==> src/eth_frame_pkg.sv <==
/*
  Constants shared by the Ethernet frame handler: register offsets, field
  positions, reset values, frame length limits and CRC constants.
  Assumes a byte-wide register port and byte-wide medium streams.
*/
package eth_frame_pkg;
  localparam logic [3:0] OFS_MAC_CONTROL_THREE = 4'h0;
  localparam logic [3:0] OFS_RX_FILTER_CONTROL = 4'h1;
  localparam logic [3:0] OFS_MAX_FRAME_LEN_LO  = 4'h2;
  localparam logic [3:0] OFS_MAX_FRAME_LEN_HI  = 4'h3;
  localparam logic [3:0] OFS_STATION_ADDR0     = 4'h4;
  localparam logic [3:0] OFS_STATION_ADDR5     = 4'h9;
  localparam logic [3:0] OFS_RX_STATUS         = 4'hA;
  localparam logic [3:0] OFS_RX_COUNT_LO       = 4'hB;
  localparam logic [3:0] OFS_RX_COUNT_HI       = 4'hC;

  // mac_control_three fields
  localparam int PAD_CRC_CONFIG_LSB = 5;
  localparam int BIT_HUGE_FRAME_EN  = 2;
  localparam int BIT_TX_CRC_EN      = 4;
  // receive_filter_control fields
  localparam int BIT_FILT_UNICAST   = 7;
  localparam int BIT_FILT_CRC       = 5;
  localparam int BIT_FILT_MULTICAST = 1;
  localparam int BIT_FILT_BROADCAST = 0;
  // receive status fields
  localparam int BIT_ST_CRC_OK    = 0;
  localparam int BIT_ST_MULTICAST = 1;
  localparam int BIT_ST_BROADCAST = 2;
  localparam int BIT_ST_UNICAST   = 3;
  localparam int BIT_ST_TOO_LONG  = 4;
  localparam int BIT_ST_LEN_FIELD = 5;

  localparam logic [7:0]  MAC3_RESET     = 8'h00;
  localparam logic [7:0]  RXFILT_RESET   = 8'hA1;
  localparam logic [15:0] MAX_LEN_RESET  = 16'h05EE;  // 1518
  localparam logic [15:0] MIN_RX_LEN     = 16'h0012;  // 18 bytes
  localparam logic [15:0] MIN_PAD_LEN    = 16'h003C;  // 60 bytes
  localparam logic [15:0] TYPE_LEN_LIMIT = 16'h05DC;  // 1500
  localparam logic [3:0]  PREAMBLE_BYTES = 4'h7;
  localparam logic [7:0]  PREAMBLE_BYTE  = 8'h55;
  localparam logic [7:0]  SFD_BYTE       = 8'hD5;
  localparam logic [7:0]  BCAST_BYTE     = 8'hFF;
  localparam logic [2:0]  DEST_BYTES     = 3'h6;
  localparam logic [31:0] CRC_POLY_REV   = 32'hEDB88320;
  localparam logic [31:0] CRC_RESIDUE    = 32'hDEBB20E3;

  typedef enum logic [2:0] {
    TX_IDLE = 3'b000,
    TX_PRE  = 3'b001,
    TX_SFD  = 3'b010,
    TX_DATA = 3'b011,
    TX_PAD  = 3'b100,
    TX_FCS  = 3'b101
  } tx_state_t;
endpackage

==> src/eth_frame_handler.sv <==
/*
  Transmit and receive frame handling of a 10 Mbit Ethernet MAC.
  Assumes byte-wide streams: the host-side transmit stream comes from the
  packet memory, the medium side goes to and comes from the PHY byte path,
  and received bytes are written to the packet memory by the receive port.
*/
// The register offsets and strobed register access were chosen for this implementation.
// How it works
// tx sends seven preamble bytes and a delimiter; rx strips them before storing.
// rx stores padding and the four CRC bytes with the frame.
// first destination byte bit zero set means multicast, else unicast.
// all-ones destination is broadcast, also counted as multicast.
// rx filters accept frames by unicast, multicast or broadcast type.
// station address only feeds the unicast filter, never transmitted.
// host writes destination and source addresses into every transmit frame.
// type/length at most 05DCh is a length, larger is a type.
// data up to 1500 bytes; huge frame enable lifts the length limit.
// pad selection zero-pads transmit frames to at least 60 bytes.
// without auto padding the host pads short frames itself.
// undersize frames are sent unblocked when padding is off.
// received frames under 18 bytes are rejected.
// host discards received frames under 64 bytes itself.
// CRC checked on every frame; bad ones dropped when CRC filter enabled.
// CRC filter off stores bad frames; CRC state goes in status.
// frame check is standard 32-bit CRC over destination through padding.
// CRC appended on transmit when configured, else host supplies it.
// standard frames span 64 to 1518 bytes without preamble and delimiter.
// programmable maximum frame length limits received and sent frames.
`timescale 1ns/10ps
module eth_frame_handler (
  input  wire logic        sys_clk,      // system clock, 20 MHz
  input  wire logic        nrst,         // asynchronous reset, active low
  input  wire logic [3:0]  regAddr,      // register address
  input  wire logic [7:0]  regWrData,    // register write data
  input  wire logic        regWrite,     // register write strobe
  input  wire logic        regRead,      // register read strobe
  output logic      [7:0]  regRdData,    // read data, cycle after strobe
  input  wire logic        txStart,      // start one transmit frame
  input  wire logic [7:0]  txInData,     // frame byte from transmit buffer
  input  wire logic        txInValid,    // txInData holds a byte
  input  wire logic        txInLast,     // this is the final buffer byte
  output logic             txInReady,    // byte taken this cycle
  output logic [7:0]       phyTxData,    // byte to the medium
  output logic             phyTxValid,   // phyTxData valid
  input  wire logic        phyTxReady,   // medium accepts byte
  output logic             txBusy,       // frame in progress
  input  wire logic [7:0]  phyRxData,    // byte from the medium
  input  wire logic        phyRxValid,   // phyRxData valid
  input  wire logic        phyRxActive,  // carrier of a frame on the medium
  output logic [7:0]       rxOutData,    // byte to the receive buffer
  output logic             rxOutValid,   // rxOutData valid
  output logic             rxCommit,     // pulse: frame kept
  output logic             rxDiscard     // pulse: frame dropped
);
  import eth_frame_pkg::*;

  function automatic logic [31:0] crcByte(input logic [31:0] c, input logic [7:0] d);
    logic [31:0] r;
    r = c;
    for (int i = 0; i < 8; i++) begin
      r = (r[0] ^ d[i]) ? ((r >> 1) ^ CRC_POLY_REV) : (r >> 1);
    end
    return r;
  endfunction

  // register file
  logic [7:0]  macControlThree;
  logic [7:0]  receiveFilterControl;
  logic [15:0] maxFrameLength;
  logic [7:0]  stationAddr [6];
  logic [7:0]  rxStatus;
  logic [15:0] rxCount;

  wire [2:0] padCrcConfig  = macControlThree[PAD_CRC_CONFIG_LSB +: 3];
  wire       hugeFrameEn   = macControlThree[BIT_HUGE_FRAME_EN];
  wire       crcFilterEn   = receiveFilterControl[BIT_FILT_CRC];
  // pad field: any nonzero code enables pad and CRC; the tx CRC bit adds CRC alone
  wire       txPadEn       = padCrcConfig != 3'b000;
  wire       txCrcEn       = txPadEn | macControlThree[BIT_TX_CRC_EN];
  wire       saIndexed     = regAddr >= OFS_STATION_ADDR0 && regAddr <= OFS_STATION_ADDR5;
  wire [2:0] saIndex       = 3'(regAddr - OFS_STATION_ADDR0);
  // register selects shared by the read mux and the write decode
  wire       selMac3       = regAddr == OFS_MAC_CONTROL_THREE;
  wire       selFilter     = regAddr == OFS_RX_FILTER_CONTROL;
  wire       selMaxLo      = regAddr == OFS_MAX_FRAME_LEN_LO;
  wire       selMaxHi      = regAddr == OFS_MAX_FRAME_LEN_HI;

  logic [7:0] next_rdData;
  always_comb begin
    next_rdData = 8'h00;
    unique case (1'b1)
      selMac3:                          next_rdData = macControlThree;
      selFilter:                        next_rdData = receiveFilterControl;
      selMaxLo:                         next_rdData = maxFrameLength[7:0];
      selMaxHi:                         next_rdData = maxFrameLength[15:8];
      saIndexed:                        next_rdData = stationAddr[saIndex];
      regAddr == OFS_RX_STATUS:         next_rdData = rxStatus;
      regAddr == OFS_RX_COUNT_LO:       next_rdData = rxCount[7:0];
      regAddr == OFS_RX_COUNT_HI:       next_rdData = rxCount[15:8];
      default:                          next_rdData = 8'h00;
    endcase
  end

  always_ff @(posedge sys_clk or negedge nrst) begin
    if (!nrst) begin
      regRdData <= 8'h00;
    end else if (regRead) begin
      regRdData <= next_rdData;
    end
  end

  always_ff @(posedge sys_clk or negedge nrst) begin
    if (!nrst) begin
      macControlThree      <= MAC3_RESET;
      receiveFilterControl <= RXFILT_RESET;
      maxFrameLength       <= MAX_LEN_RESET;
      for (int i = 0; i < 6; i++) stationAddr[i] <= 8'h00;
    end else if (regWrite) begin
      if (selMac3) macControlThree <= regWrData;
      if (selFilter) receiveFilterControl <= regWrData;
      if (selMaxLo) maxFrameLength[7:0] <= regWrData;
      if (selMaxHi) maxFrameLength[15:8] <= regWrData;
      if (saIndexed) stationAddr[saIndex] <= regWrData;
    end
  end

  // ---------------- transmit ----------------
  // station address is never inserted: the host supplies both addresses
  tx_state_t   txState;
  logic [15:0] txCount;
  logic [31:0] txCrc;
  logic [3:0]  txSub;

  wire txMove    = phyTxValid & phyTxReady;
  wire txTakeIn  = txState == TX_DATA & txInValid & (~phyTxValid | phyTxReady);
  wire txTooLong = ~hugeFrameEn & txCount >= maxFrameLength;
  wire [15:0] txCountInc = txCount + 16'h0001;

  // the one combinational output: a byte is taken in the cycle the medium frees its slot
  assign txInReady = txTakeIn;

  always_ff @(posedge sys_clk or negedge nrst) begin
    if (!nrst) begin
      txState    <= TX_IDLE;
      txCount    <= 16'h0000;
      txCrc      <= 32'hFFFFFFFF;
      txSub      <= 4'h0;
      phyTxData  <= 8'h00;
      phyTxValid <= 1'b0;
      txBusy     <= 1'b0;
    end else begin
      if (txMove) phyTxValid <= 1'b0;
      unique case (txState)
        TX_IDLE: if (txStart) begin
          txState <= TX_PRE;
          txSub   <= 4'h0;
          txCount <= 16'h0000;
          txCrc   <= 32'hFFFFFFFF;
          txBusy  <= 1'b1;
        end
        TX_PRE: if (!phyTxValid || txMove) begin
          phyTxData  <= PREAMBLE_BYTE;
          phyTxValid <= 1'b1;
          txSub      <= txSub + 4'h1;
          if (txSub == PREAMBLE_BYTES - 4'h1) txState <= TX_SFD;
        end
        TX_SFD: if (!phyTxValid || txMove) begin
          phyTxData  <= SFD_BYTE;
          phyTxValid <= 1'b1;
          txState    <= TX_DATA;
        end
        TX_DATA: if (txTakeIn) begin
          // bytes past the maximum length are consumed but not sent
          phyTxData  <= txInData;
          phyTxValid <= ~txTooLong;
          txCrc      <= crcByte(txCrc, txInData);
          txCount    <= txCountInc;
          if (txInLast) begin
            txSub <= 4'h0;
            if (txPadEn && txCountInc < MIN_PAD_LEN) txState <= TX_PAD;
            else if (txCrcEn) txState <= TX_FCS;
            else begin
              txState <= TX_IDLE;
              txBusy  <= 1'b0;
            end
          end
        end
        TX_PAD: if (!phyTxValid || txMove) begin
          phyTxData  <= 8'h00;
          phyTxValid <= 1'b1;
          txCrc      <= crcByte(txCrc, 8'h00);
          txCount    <= txCountInc;
          if (txCountInc >= MIN_PAD_LEN) txState <= TX_FCS;
        end
        // check sequence goes out low byte first, inverted
        TX_FCS: if (!phyTxValid || txMove) begin
          phyTxData  <= ~txCrc[8*txSub[1:0] +: 8];
          phyTxValid <= 1'b1;
          txSub      <= txSub + 4'h1;
          if (txSub == 4'h3) begin
            txState <= TX_IDLE;
            txBusy  <= 1'b0;
          end
        end
        default: txState <= TX_IDLE;
      endcase
    end
  end

  // ---------------- receive ----------------
  logic        rxInFrame;   // delimiter seen
  logic [15:0] rxLen;
  logic [31:0] rxCrc;
  logic        rxBcast;
  logic        rxMcast;
  logic        rxUcastHit;
  logic [7:0]  rxTypeHi;
  logic        rxLenField;
  logic        rxActiveD;

  wire rxByte = phyRxValid & phyRxActive;
  wire [15:0] rxLenInc = rxLen + 16'h0001;
  wire [2:0]  rxIdx    = 3'(rxLen);
  wire inDest = rxLen < 16'(DEST_BYTES);
  wire rxEnd  = rxActiveD & ~phyRxActive;
  wire crcOk  = rxCrc == CRC_RESIDUE;
  wire tooLong  = ~hugeFrameEn & rxLen > maxFrameLength;
  wire isUcast  = ~rxMcast;
  wire filtUc   = receiveFilterControl[BIT_FILT_UNICAST];
  wire filtMc   = receiveFilterControl[BIT_FILT_MULTICAST];
  wire filtBc   = receiveFilterControl[BIT_FILT_BROADCAST];
  wire noFilter = ~filtUc & ~filtMc & ~filtBc;
  wire passAddr = noFilter | (filtUc & isUcast & rxUcastHit)
                | (filtMc & rxMcast) | (filtBc & rxBcast);
  // verdict at carrier drop; the buffer side rolls back streamed bytes on discard
  wire keep = rxLen >= MIN_RX_LEN & ~tooLong
            & (crcOk | ~crcFilterEn) & passAddr;

  // status word of the frame that is ending
  logic [7:0] next_rxStatus;
  always_comb begin
    next_rxStatus                   = 8'h00;
    next_rxStatus[BIT_ST_CRC_OK]    = crcOk;
    next_rxStatus[BIT_ST_MULTICAST] = rxMcast;
    next_rxStatus[BIT_ST_BROADCAST] = rxBcast & rxMcast;
    next_rxStatus[BIT_ST_UNICAST]   = isUcast;
    next_rxStatus[BIT_ST_TOO_LONG]  = tooLong;
    next_rxStatus[BIT_ST_LEN_FIELD] = rxLenField;
  end

  always_ff @(posedge sys_clk or negedge nrst) begin
    if (!nrst) begin
      rxInFrame  <= 1'b0;
      rxLen      <= 16'h0000;
      rxCrc      <= 32'hFFFFFFFF;
      rxBcast    <= 1'b0;
      rxMcast    <= 1'b0;
      rxUcastHit <= 1'b0;
      rxTypeHi   <= 8'h00;
      rxLenField <= 1'b0;
      rxActiveD  <= 1'b0;
      rxOutData  <= 8'h00;
      rxOutValid <= 1'b0;
      rxCommit   <= 1'b0;
      rxDiscard  <= 1'b0;
      rxStatus   <= 8'h00;
      rxCount    <= 16'h0000;
    end else begin
      rxActiveD  <= phyRxActive;
      rxOutValid <= 1'b0;
      rxCommit   <= 1'b0;
      rxDiscard  <= 1'b0;
      if (!rxInFrame) begin
        // preamble bytes are dropped until the delimiter
        if (rxByte && phyRxData == SFD_BYTE) begin
          rxInFrame  <= 1'b1;
          rxLen      <= 16'h0000;
          rxCrc      <= 32'hFFFFFFFF;
          rxBcast    <= 1'b1;
          rxUcastHit <= 1'b1;
        end
      end else if (rxByte) begin
        // every byte including pad and CRC goes to the buffer
        rxOutData  <= phyRxData;
        rxOutValid <= 1'b1;
        rxCrc      <= crcByte(rxCrc, phyRxData);
        rxLen      <= rxLenInc;
        if (inDest) begin
          if (rxLen == 16'h0000) rxMcast <= phyRxData[0];
          if (phyRxData != BCAST_BYTE) rxBcast <= 1'b0;
          if (phyRxData != stationAddr[rxIdx]) rxUcastHit <= 1'b0;
        end
        if (rxLen == 16'h000C) rxTypeHi <= phyRxData;
        if (rxLen == 16'h000D) rxLenField <= {rxTypeHi, phyRxData} <= TYPE_LEN_LIMIT;
      end
      if (rxEnd && rxInFrame) begin
        rxInFrame <= 1'b0;
        rxCommit  <= keep;
        rxDiscard <= ~keep;
        rxCount   <= rxLen;
        rxStatus  <= next_rxStatus;
      end
    end
  end
endmodule

==> config.mk <==
export PLATFORM = sky130hd
export DESIGN_NAME = eth_frame_handler
export DESIGN_NICKNAME = d
export VERILOG_FILES = /design/src/eth_frame_pkg.sv /design/src/eth_frame_handler.sv
export SDC_FILE = /design/constraint.sdc
export NUM_CORES = 1
export LEC_CHECK = 0
export CORE_MARGIN = 5
export CORE_UTILIZATION = 55
export CTS_CLUSTER_SIZE = 40
export DETAILED_ROUTE_END_ITERATION = 16
export DONT_BUFFER_PORTS = 1
export GPL_TIMING_DRIVEN = 0
export PLACE_DENSITY_LB_ADDON = 0.12
export SETUP_SLACK_MARGIN = 0.02
export SLEW_MARGIN = 20
export SYNTH_ARGS = -nofsm -noshare
export SYNTH_HDL_FRONTEND = slang
export SYNTH_SLANG_ARGS = --single-unit
==> constraint.sdc <==
create_clock -name sys_clk -period 4.4 [get_ports sys_clk]
set_clock_uncertainty 0.1 [all_clocks]
set_input_delay 0.88 -clock sys_clk [delete_from_list [all_inputs] [get_ports sys_clk]]
set_output_delay 0.88 -clock sys_clk [all_outputs]
set_load 0.02 [all_outputs]
# Yosys cells after proc, flatten, opt, wreduce, memory -nomap -nowiden

Index checks and enable logic that the tools add are counted.

Bitwise logic cells: 76
Equal/unequal tests: 36
Muxes and demuxes: 100
Magnitude comparators: 12
Reduce and logical (&&, ||, !) cells: 35
$add $sub $neg: 4
Shift-type cells: 1

Operators by type and width:

| cell                                                 | count |
|---|---|
| two-way mux 32 bit                                   | 30 |
| NOT 13 -> 14 bit                                     | 23 |
| two-way mux 16 bit                                   | 6 |
| case mux 32 bit (3 select lines)                     | 1 |
| two-way mux 8 bit                                    | 10 |
| case mux 8 bit (8 select lines)                      | 1 |
| binary-select mux 8 bit (select 3 bit)               | 2 |
| bitwise mux 48 bit                                   | 1 |
| case mux 16 bit (3 select lines)                     | 1 |
| case mux 8 bit (5 select lines)                      | 1 |
| two-way mux 3 bit                                    | 12 |
| adder 16 x 1 -> 16 bit, second input constant        | 2 |
| == test 16 x 4 -> 1 bit, second input constant       | 2 |
| == test 32 bit, second input constant                | 1 |
| indexed part select 32 x 6 -> 8 bit                  | 1 |
| two-way mux 1 bit                                    | 26 |
| demux 8 bit (select 3 bit)                           | 1 |
| != test 2 bit, second input constant                 | 12 |
| case mux 3 bit (6 select lines)                      | 1 |
| AND 1 bit                                            | 17 |
| >= comparator 16 bit                                 | 1 |
| >= comparator 16 x 5 -> 1 bit, second input constant | 1 |
| >= comparator 16 x 6 -> 1 bit, second input constant | 1 |
| greater-than comparator 16 bit                       | 1 |
| 47 further kinds                                     | 109 |

Word-level logic and storage cells: 297
Output and inout port bits: 30
Register bits: 248
Bits of input ports: 38

# Depth between registers and ports, before layout

Depth in word-level cells: 18
Depth in mapped cells: 11
Depth with buffers taken out: 8

# Worst setup path before layout

No wires, ideal clock.

Path kind: input -> register
From: in phyRxData[5]
To: reg rxBcast
Setup time: 118 ps
Setup slack: 1628 ps
Data required time: 4182 ps
Path buffers: 2
Arrival time: 2554 ps
Stages: 8
Cells stage by stage: clkbuf_1 -> or3_1 -> nor4_1 -> or2_1 -> buf_2 -> nand3_1 -> a41o_1 -> a21o_1

Cells in the longest elaborated chain, start to end: 4
Elaborated cells on any way between the ends: 6
Classes of those cells: eq/ne: 3; reduce/logical: 3

RTL lines:

| element                                  | RTL line                 | RTL |
|---|---|---|
| start, declared                          | eth_frame_handler.sv:47  | `input wire logic [7:0] phyRxData,` |
| == test 8 bit                            | eth_frame_handler.sv:275 | `if (rxByte && phyRxData == SFD_BYTE) begin` |
| logical AND 1 bit                        | eth_frame_handler.sv:275 |  |
| nonzero test 2 bit (no source line)      | --                       |  |
| AND reduction 4 bit (no source line) (*) | --                       |  |
| end signal, assigned                     | eth_frame_handler.sv:256 | `rxBcast <= 1'b0;` |
| end signal, assigned                     | eth_frame_handler.sv:279 | `rxBcast <= 1'b1;` |
| end signal, assigned                     | eth_frame_handler.sv:290 | `if (phyRxData != BCAST_BYTE) rxBcast <= 1'b0;` |
| end, declared                            | eth_frame_handler.sv:214 | `logic rxBcast;` |

Every way passes the cells marked *; elsewhere a longest branch is shown, timed or not.
A chain may end at the register's enable or synchronous reset.

# Worst setup path after layout

From: reg txState[0]
To: reg txCount[3]

Cells in the longest elaborated chain, start to end: 5
Elaborated cells on any way between the ends: 11
Classes of those cells: eq/ne: 5; mux: 1; bitwise: 2; reduce/logical: 3

RTL lines:

| element                              | RTL line                                           | RTL |
|---|---|---|
| start, declared                      | eth_frame_handler.sv:129                           | `tx_state_t txState;` |
| start signal, assigned               | eth_frame_handler.sv:144                           | `txState <= TX_IDLE;` |
| start signal, assigned               | eth_frame_handler.sv:155                           | `txState <= TX_PRE;` |
| start signal, assigned               | eth_frame_handler.sv:165                           | `if (txSub == PREAMBLE_BYTES - 4'h1) txState <= TX_SFD;` |
| == test 3 x 2 -> 1 bit               | eth_frame_handler.sv:135, eth_frame_handler.sv:153 |  |
| AND 1 bit (2 in a row)               | eth_frame_handler.sv:135                           | `wire txTakeIn = txState == TX_DATA & txInValid & (~phyTxValid \| phyTxReady);` |
| != test 2 bit (no source line)       | --                                                 |  |
| AND reduction 4 bit (no source line) | --                                                 |  |
| end signal, assigned                 | eth_frame_handler.sv:177                           | `txCount <= txCountInc;` |
| end signal, assigned                 | eth_frame_handler.sv:192                           | `txCount <= txCountInc;` |
| end, declared                        | eth_frame_handler.sv:130                           | `logic [15:0] txCount;` |

Parallel ways exist; a longest one is shown, timed or not.

==> run metrics <==
Comb power frac=0.422; Fill cells=2,307; sw frac=0.372; Synth Register Bits=248; Hold WS=-0.0881 ns; most used cell, CP=clkbuf_1; Max Slew Vio Count=0; critical path arrival=3.36 ns; HP Class=in2async; Post-Place Setup Slack=1.07 ns; WS Path Type=reg2reg; Adder-Cell Fraction of Synth Area=0.0314; register area share after synthesis=0.416; CP Launch Type=register; dpl cell area=15,600 um2; Synth Area in XOR/XNOR=0.140; Max stage delay on crit path=between 0.5 and 0.6 ns; CTS Buffer Depth=3; worst slew pin tran=0.930 ns; async set-reset flop share out of synthesis=1.00; PostCTS Resize Cnt=0; final setup fails=0; endpoints failing hold=173; Fin Setup TNS=0 ns; Cell Pwr Density=600 nW/um2; simple-gate portion of the synthesized area=0.127; routability cong.=0.927; worst skew pair latency=0.56 ns; register share of total power=0.325; clock-pin slew on the worst setup and hold paths=0.07 ns; CORE AREA=approximately 27,000 um2; post-route design area=16,600 um2; Mapped Cells=between 1k and 1.5k; Area Growth Syn to Fin=9.33%; RSZ-0062 raised after global routing=false; leak pwr=between 6 and 7 nW; Die Y=176 um; n_diodes=0; achievable frequency=329 MHz; max capacitance violation total=0; vias per cell=~6; drt first pass iters=5; number of global-route vias before repair=11.7k; clock power share=0.253; main combinational cell family by area after synthesis=XOR/XNOR gates; synth warn=0; Remaining DRCs=0; die footprint=between 30,000 and 40,000 um2; antenna violations before repair=0; Crit Path Max Fanout=10; CTS buffer count=27; CTS tree=built; cell breakdown of the critical path=clkbuf_1 -> or3b_1 -> clkbuf_1 -> a21o_1 -> clkbuf_1 -> clkbuf_1 -> nor2_1 -> o21ai_0 -> o21ai_0; # port buffers=0; Slew headroom=0.380; cell row count=60; sw power=0.00370 W; mux contribution to synthesized area=0.123; failing checks=hold timing; number of synthesized flops with an enable pin=0; DRT iter0 DRCs=881; Worst path slowest cell=clkbuf_1; H-tree depth=1; fin nets=1,594; Sink Count=248; Via Count=11.6k; Yosys cell types=74; Final ANT Viol Nets=0; top_reg_cell synth=dfrtp_1; Avg Cell Area, Syn=10.2 um2; post-synthesis compound-gate area fraction=0.124; synthesized area=between 15,000 and 20,000 um2; worst setup margin=1.36 ns; GRT Util Overall=0.270; DIE WIDTH=176 um; Root Buffer=clkbuf_16; Initial Util=0.560; post-synth net total=1,565; total grt overflow=0; Top Ports=68; layout cells sized above 1=0.192; largest net degree at the start of global routing=249; internal power=0.00624 W; wire length of the first global-routing pass=~67,000 um; Critical Path RT=roughly 4.7 ns; drt total wl=41,900 um; part of the cycle the worst path needs=0.690; crit end category=register; worst ir drop on vdd=between 0.3 and 0.4 mV; Setup Buffers After CTS=0; post-DR wirelength/cell=22.3 um; status=finished with violations; Final Power=0.00994 W; minimum clock period=between 3 and 4 ns; Detail Placement HPWL=30,000 um
==> worst max-delay path, delay by kind of cell, from the launching register on <==
kind,cells,cell delay [ns]
AOI/OAI and AO/OA,3,0.45
and+or+nand+nor,2,0.27
DFF,1,0.32
buffers and inverters,4,1.76
==> through the flow <==
| stage | hold slack, ns | instances | utilization |
|---|---|---|---|
| 3_5_place_dp | 0.370 | 1830 | 0.576 |
| 5_1_grt | -0.0980 | 1880 | 0.613 |
| 2_1_floorplan | 0.338 | 1489 | - |
| 3_3_place_gp | 0.365 | 1830 | 0.576 |
| 6_report | -0.0881 | 1880 | 0.613 |
| 4_1_cts | -0.0937 | 1880 | 0.613 |
==> routing by layer <==
layer / vias to the layer above / track usage / share of wire
met5: - / 0 / 0
met4: 0 / 0.0874 / 0.032
met3: 101 / 0.0398 / 0.064
met2: 456 / 0.443 / 0.48
met1: 5715 / 0.372 / 0.43
li1: 5335 / - / -
==> sequential cells by signal, indices dropped and copies added (netlist names), 3 cells and up <==
name	flops
rxTypeHi	8
macControlThree	8
rxLen	16
txState	3
phyTxData	8
rxStatus	6
txCrc	32
rxOutData	8
rxCount	16
maxFrameLength	16
stationAddr	48
rxCrc	32
receiveFilterControl	8
txSub	4
txCount	16
regRdData	8
==> logic make-up after synthesis <==
logic type / after synthesis
simple gates: 413
mux: 143
fa+ha+maj: 38
xor+xnor: 217
buf+inv: 139
compound gates: 291
flops: 248
==> final cells by class <==
cell class                 count  area (um2)  area share
buffer                        97         417      0.0252
clock buffer                  38         787      0.0475
clock inverter                12         199      0.0120
inverter                      42         158     0.00952
multi-input combinational   1102        8270       0.500
sequential                   248        6300       0.380
tap                          341         427      0.0258
==> placed cells by master, fill, tap and decap left out, types with 9 or more instances in the layout <==
cell	instances
a221oi_1	19
mux2i_1	20
xnor2_1	124
xnor2_2	12
xor2_1	73
ha_1	38
o21ai_0	74
a22oi_1	11
or3_1	9
nand3_1	29
nor3_1	30
nand4_1	18
a21o_1	13
o22ai_1	22
nand2b_1	11
mux2_2	98
mux4_2	25
inv_1	42
o21a_1	9
a21oi_1	63
clkbuf_1	61
nor2b_1	12
nor2_1	125
dfrtp_1	173
dfstp_2	75
a31oi_1	10
buf_1	14
nand2_1	131
clkbuf_16	27
buf_2	18
==> power by group through the flow <==
stage	combinational (W)	sequential, W	clock [W]
2_1_floorplan	0.00333	0.00313	0
3_3_place_gp	0.00407	0.00324	0
3_5_place_dp	0.00414	0.00326	0
4_1_cts	0.00417	0.00322	0.00256
5_1_grt	0.00455	0.00328	0.00265
6_report	0.00420	0.00323	0.00251
==> Yosys cell counts (22+ instances only) <==
library cell | count | area [um2]
o21ai_0 | 74 | 370
a21oi_1 | 63 | 315
nor2_1 | 125 | 469
mux2_2 | 98 | 1100
clkbuf_1 | 57 | 214
o22ai_1 | 22 | 138
xnor2_1 | 124 | 1090
nand2_1 | 131 | 492
ha_1 | 38 | 475
nor3_1 | 30 | 150
dfrtp_1 | 173 | 4330
nand3_1 | 29 | 145
xor2_1 | 73 | 639
dfstp_2 | 75 | 1970
inv_1 | 42 | 158
mux4_2 | 25 | 563
==> path summary, 6_finish.rpt <==
check                                   startpoint                 endpoint  slack [ns]  cells past startpoint
max                         txState[0]$_DFFE_PN0P_   txCount[3]$_DFFE_PN0P_        1.36                      9
min                                           nrst  txCount[14]$_DFFE_PN0P_       -0.09                      0
max reg2reg                 txState[0]$_DFFE_PN0P_   txCount[3]$_DFFE_PN0P_        1.36                      9
min reg2reg                rxCount[10]$_DFFE_PN0P_  rxCount[10]$_DFFE_PN0P_        0.39                      2
max in group asynchronous                     nrst     rxCrc[2]$_DFFE_PN1P_        3.93                      0
min in group sys_clk                   phyRxActive      rxActiveD$_DFF_PN0_        0.24                      0
(Power assumes the default switching activity.)
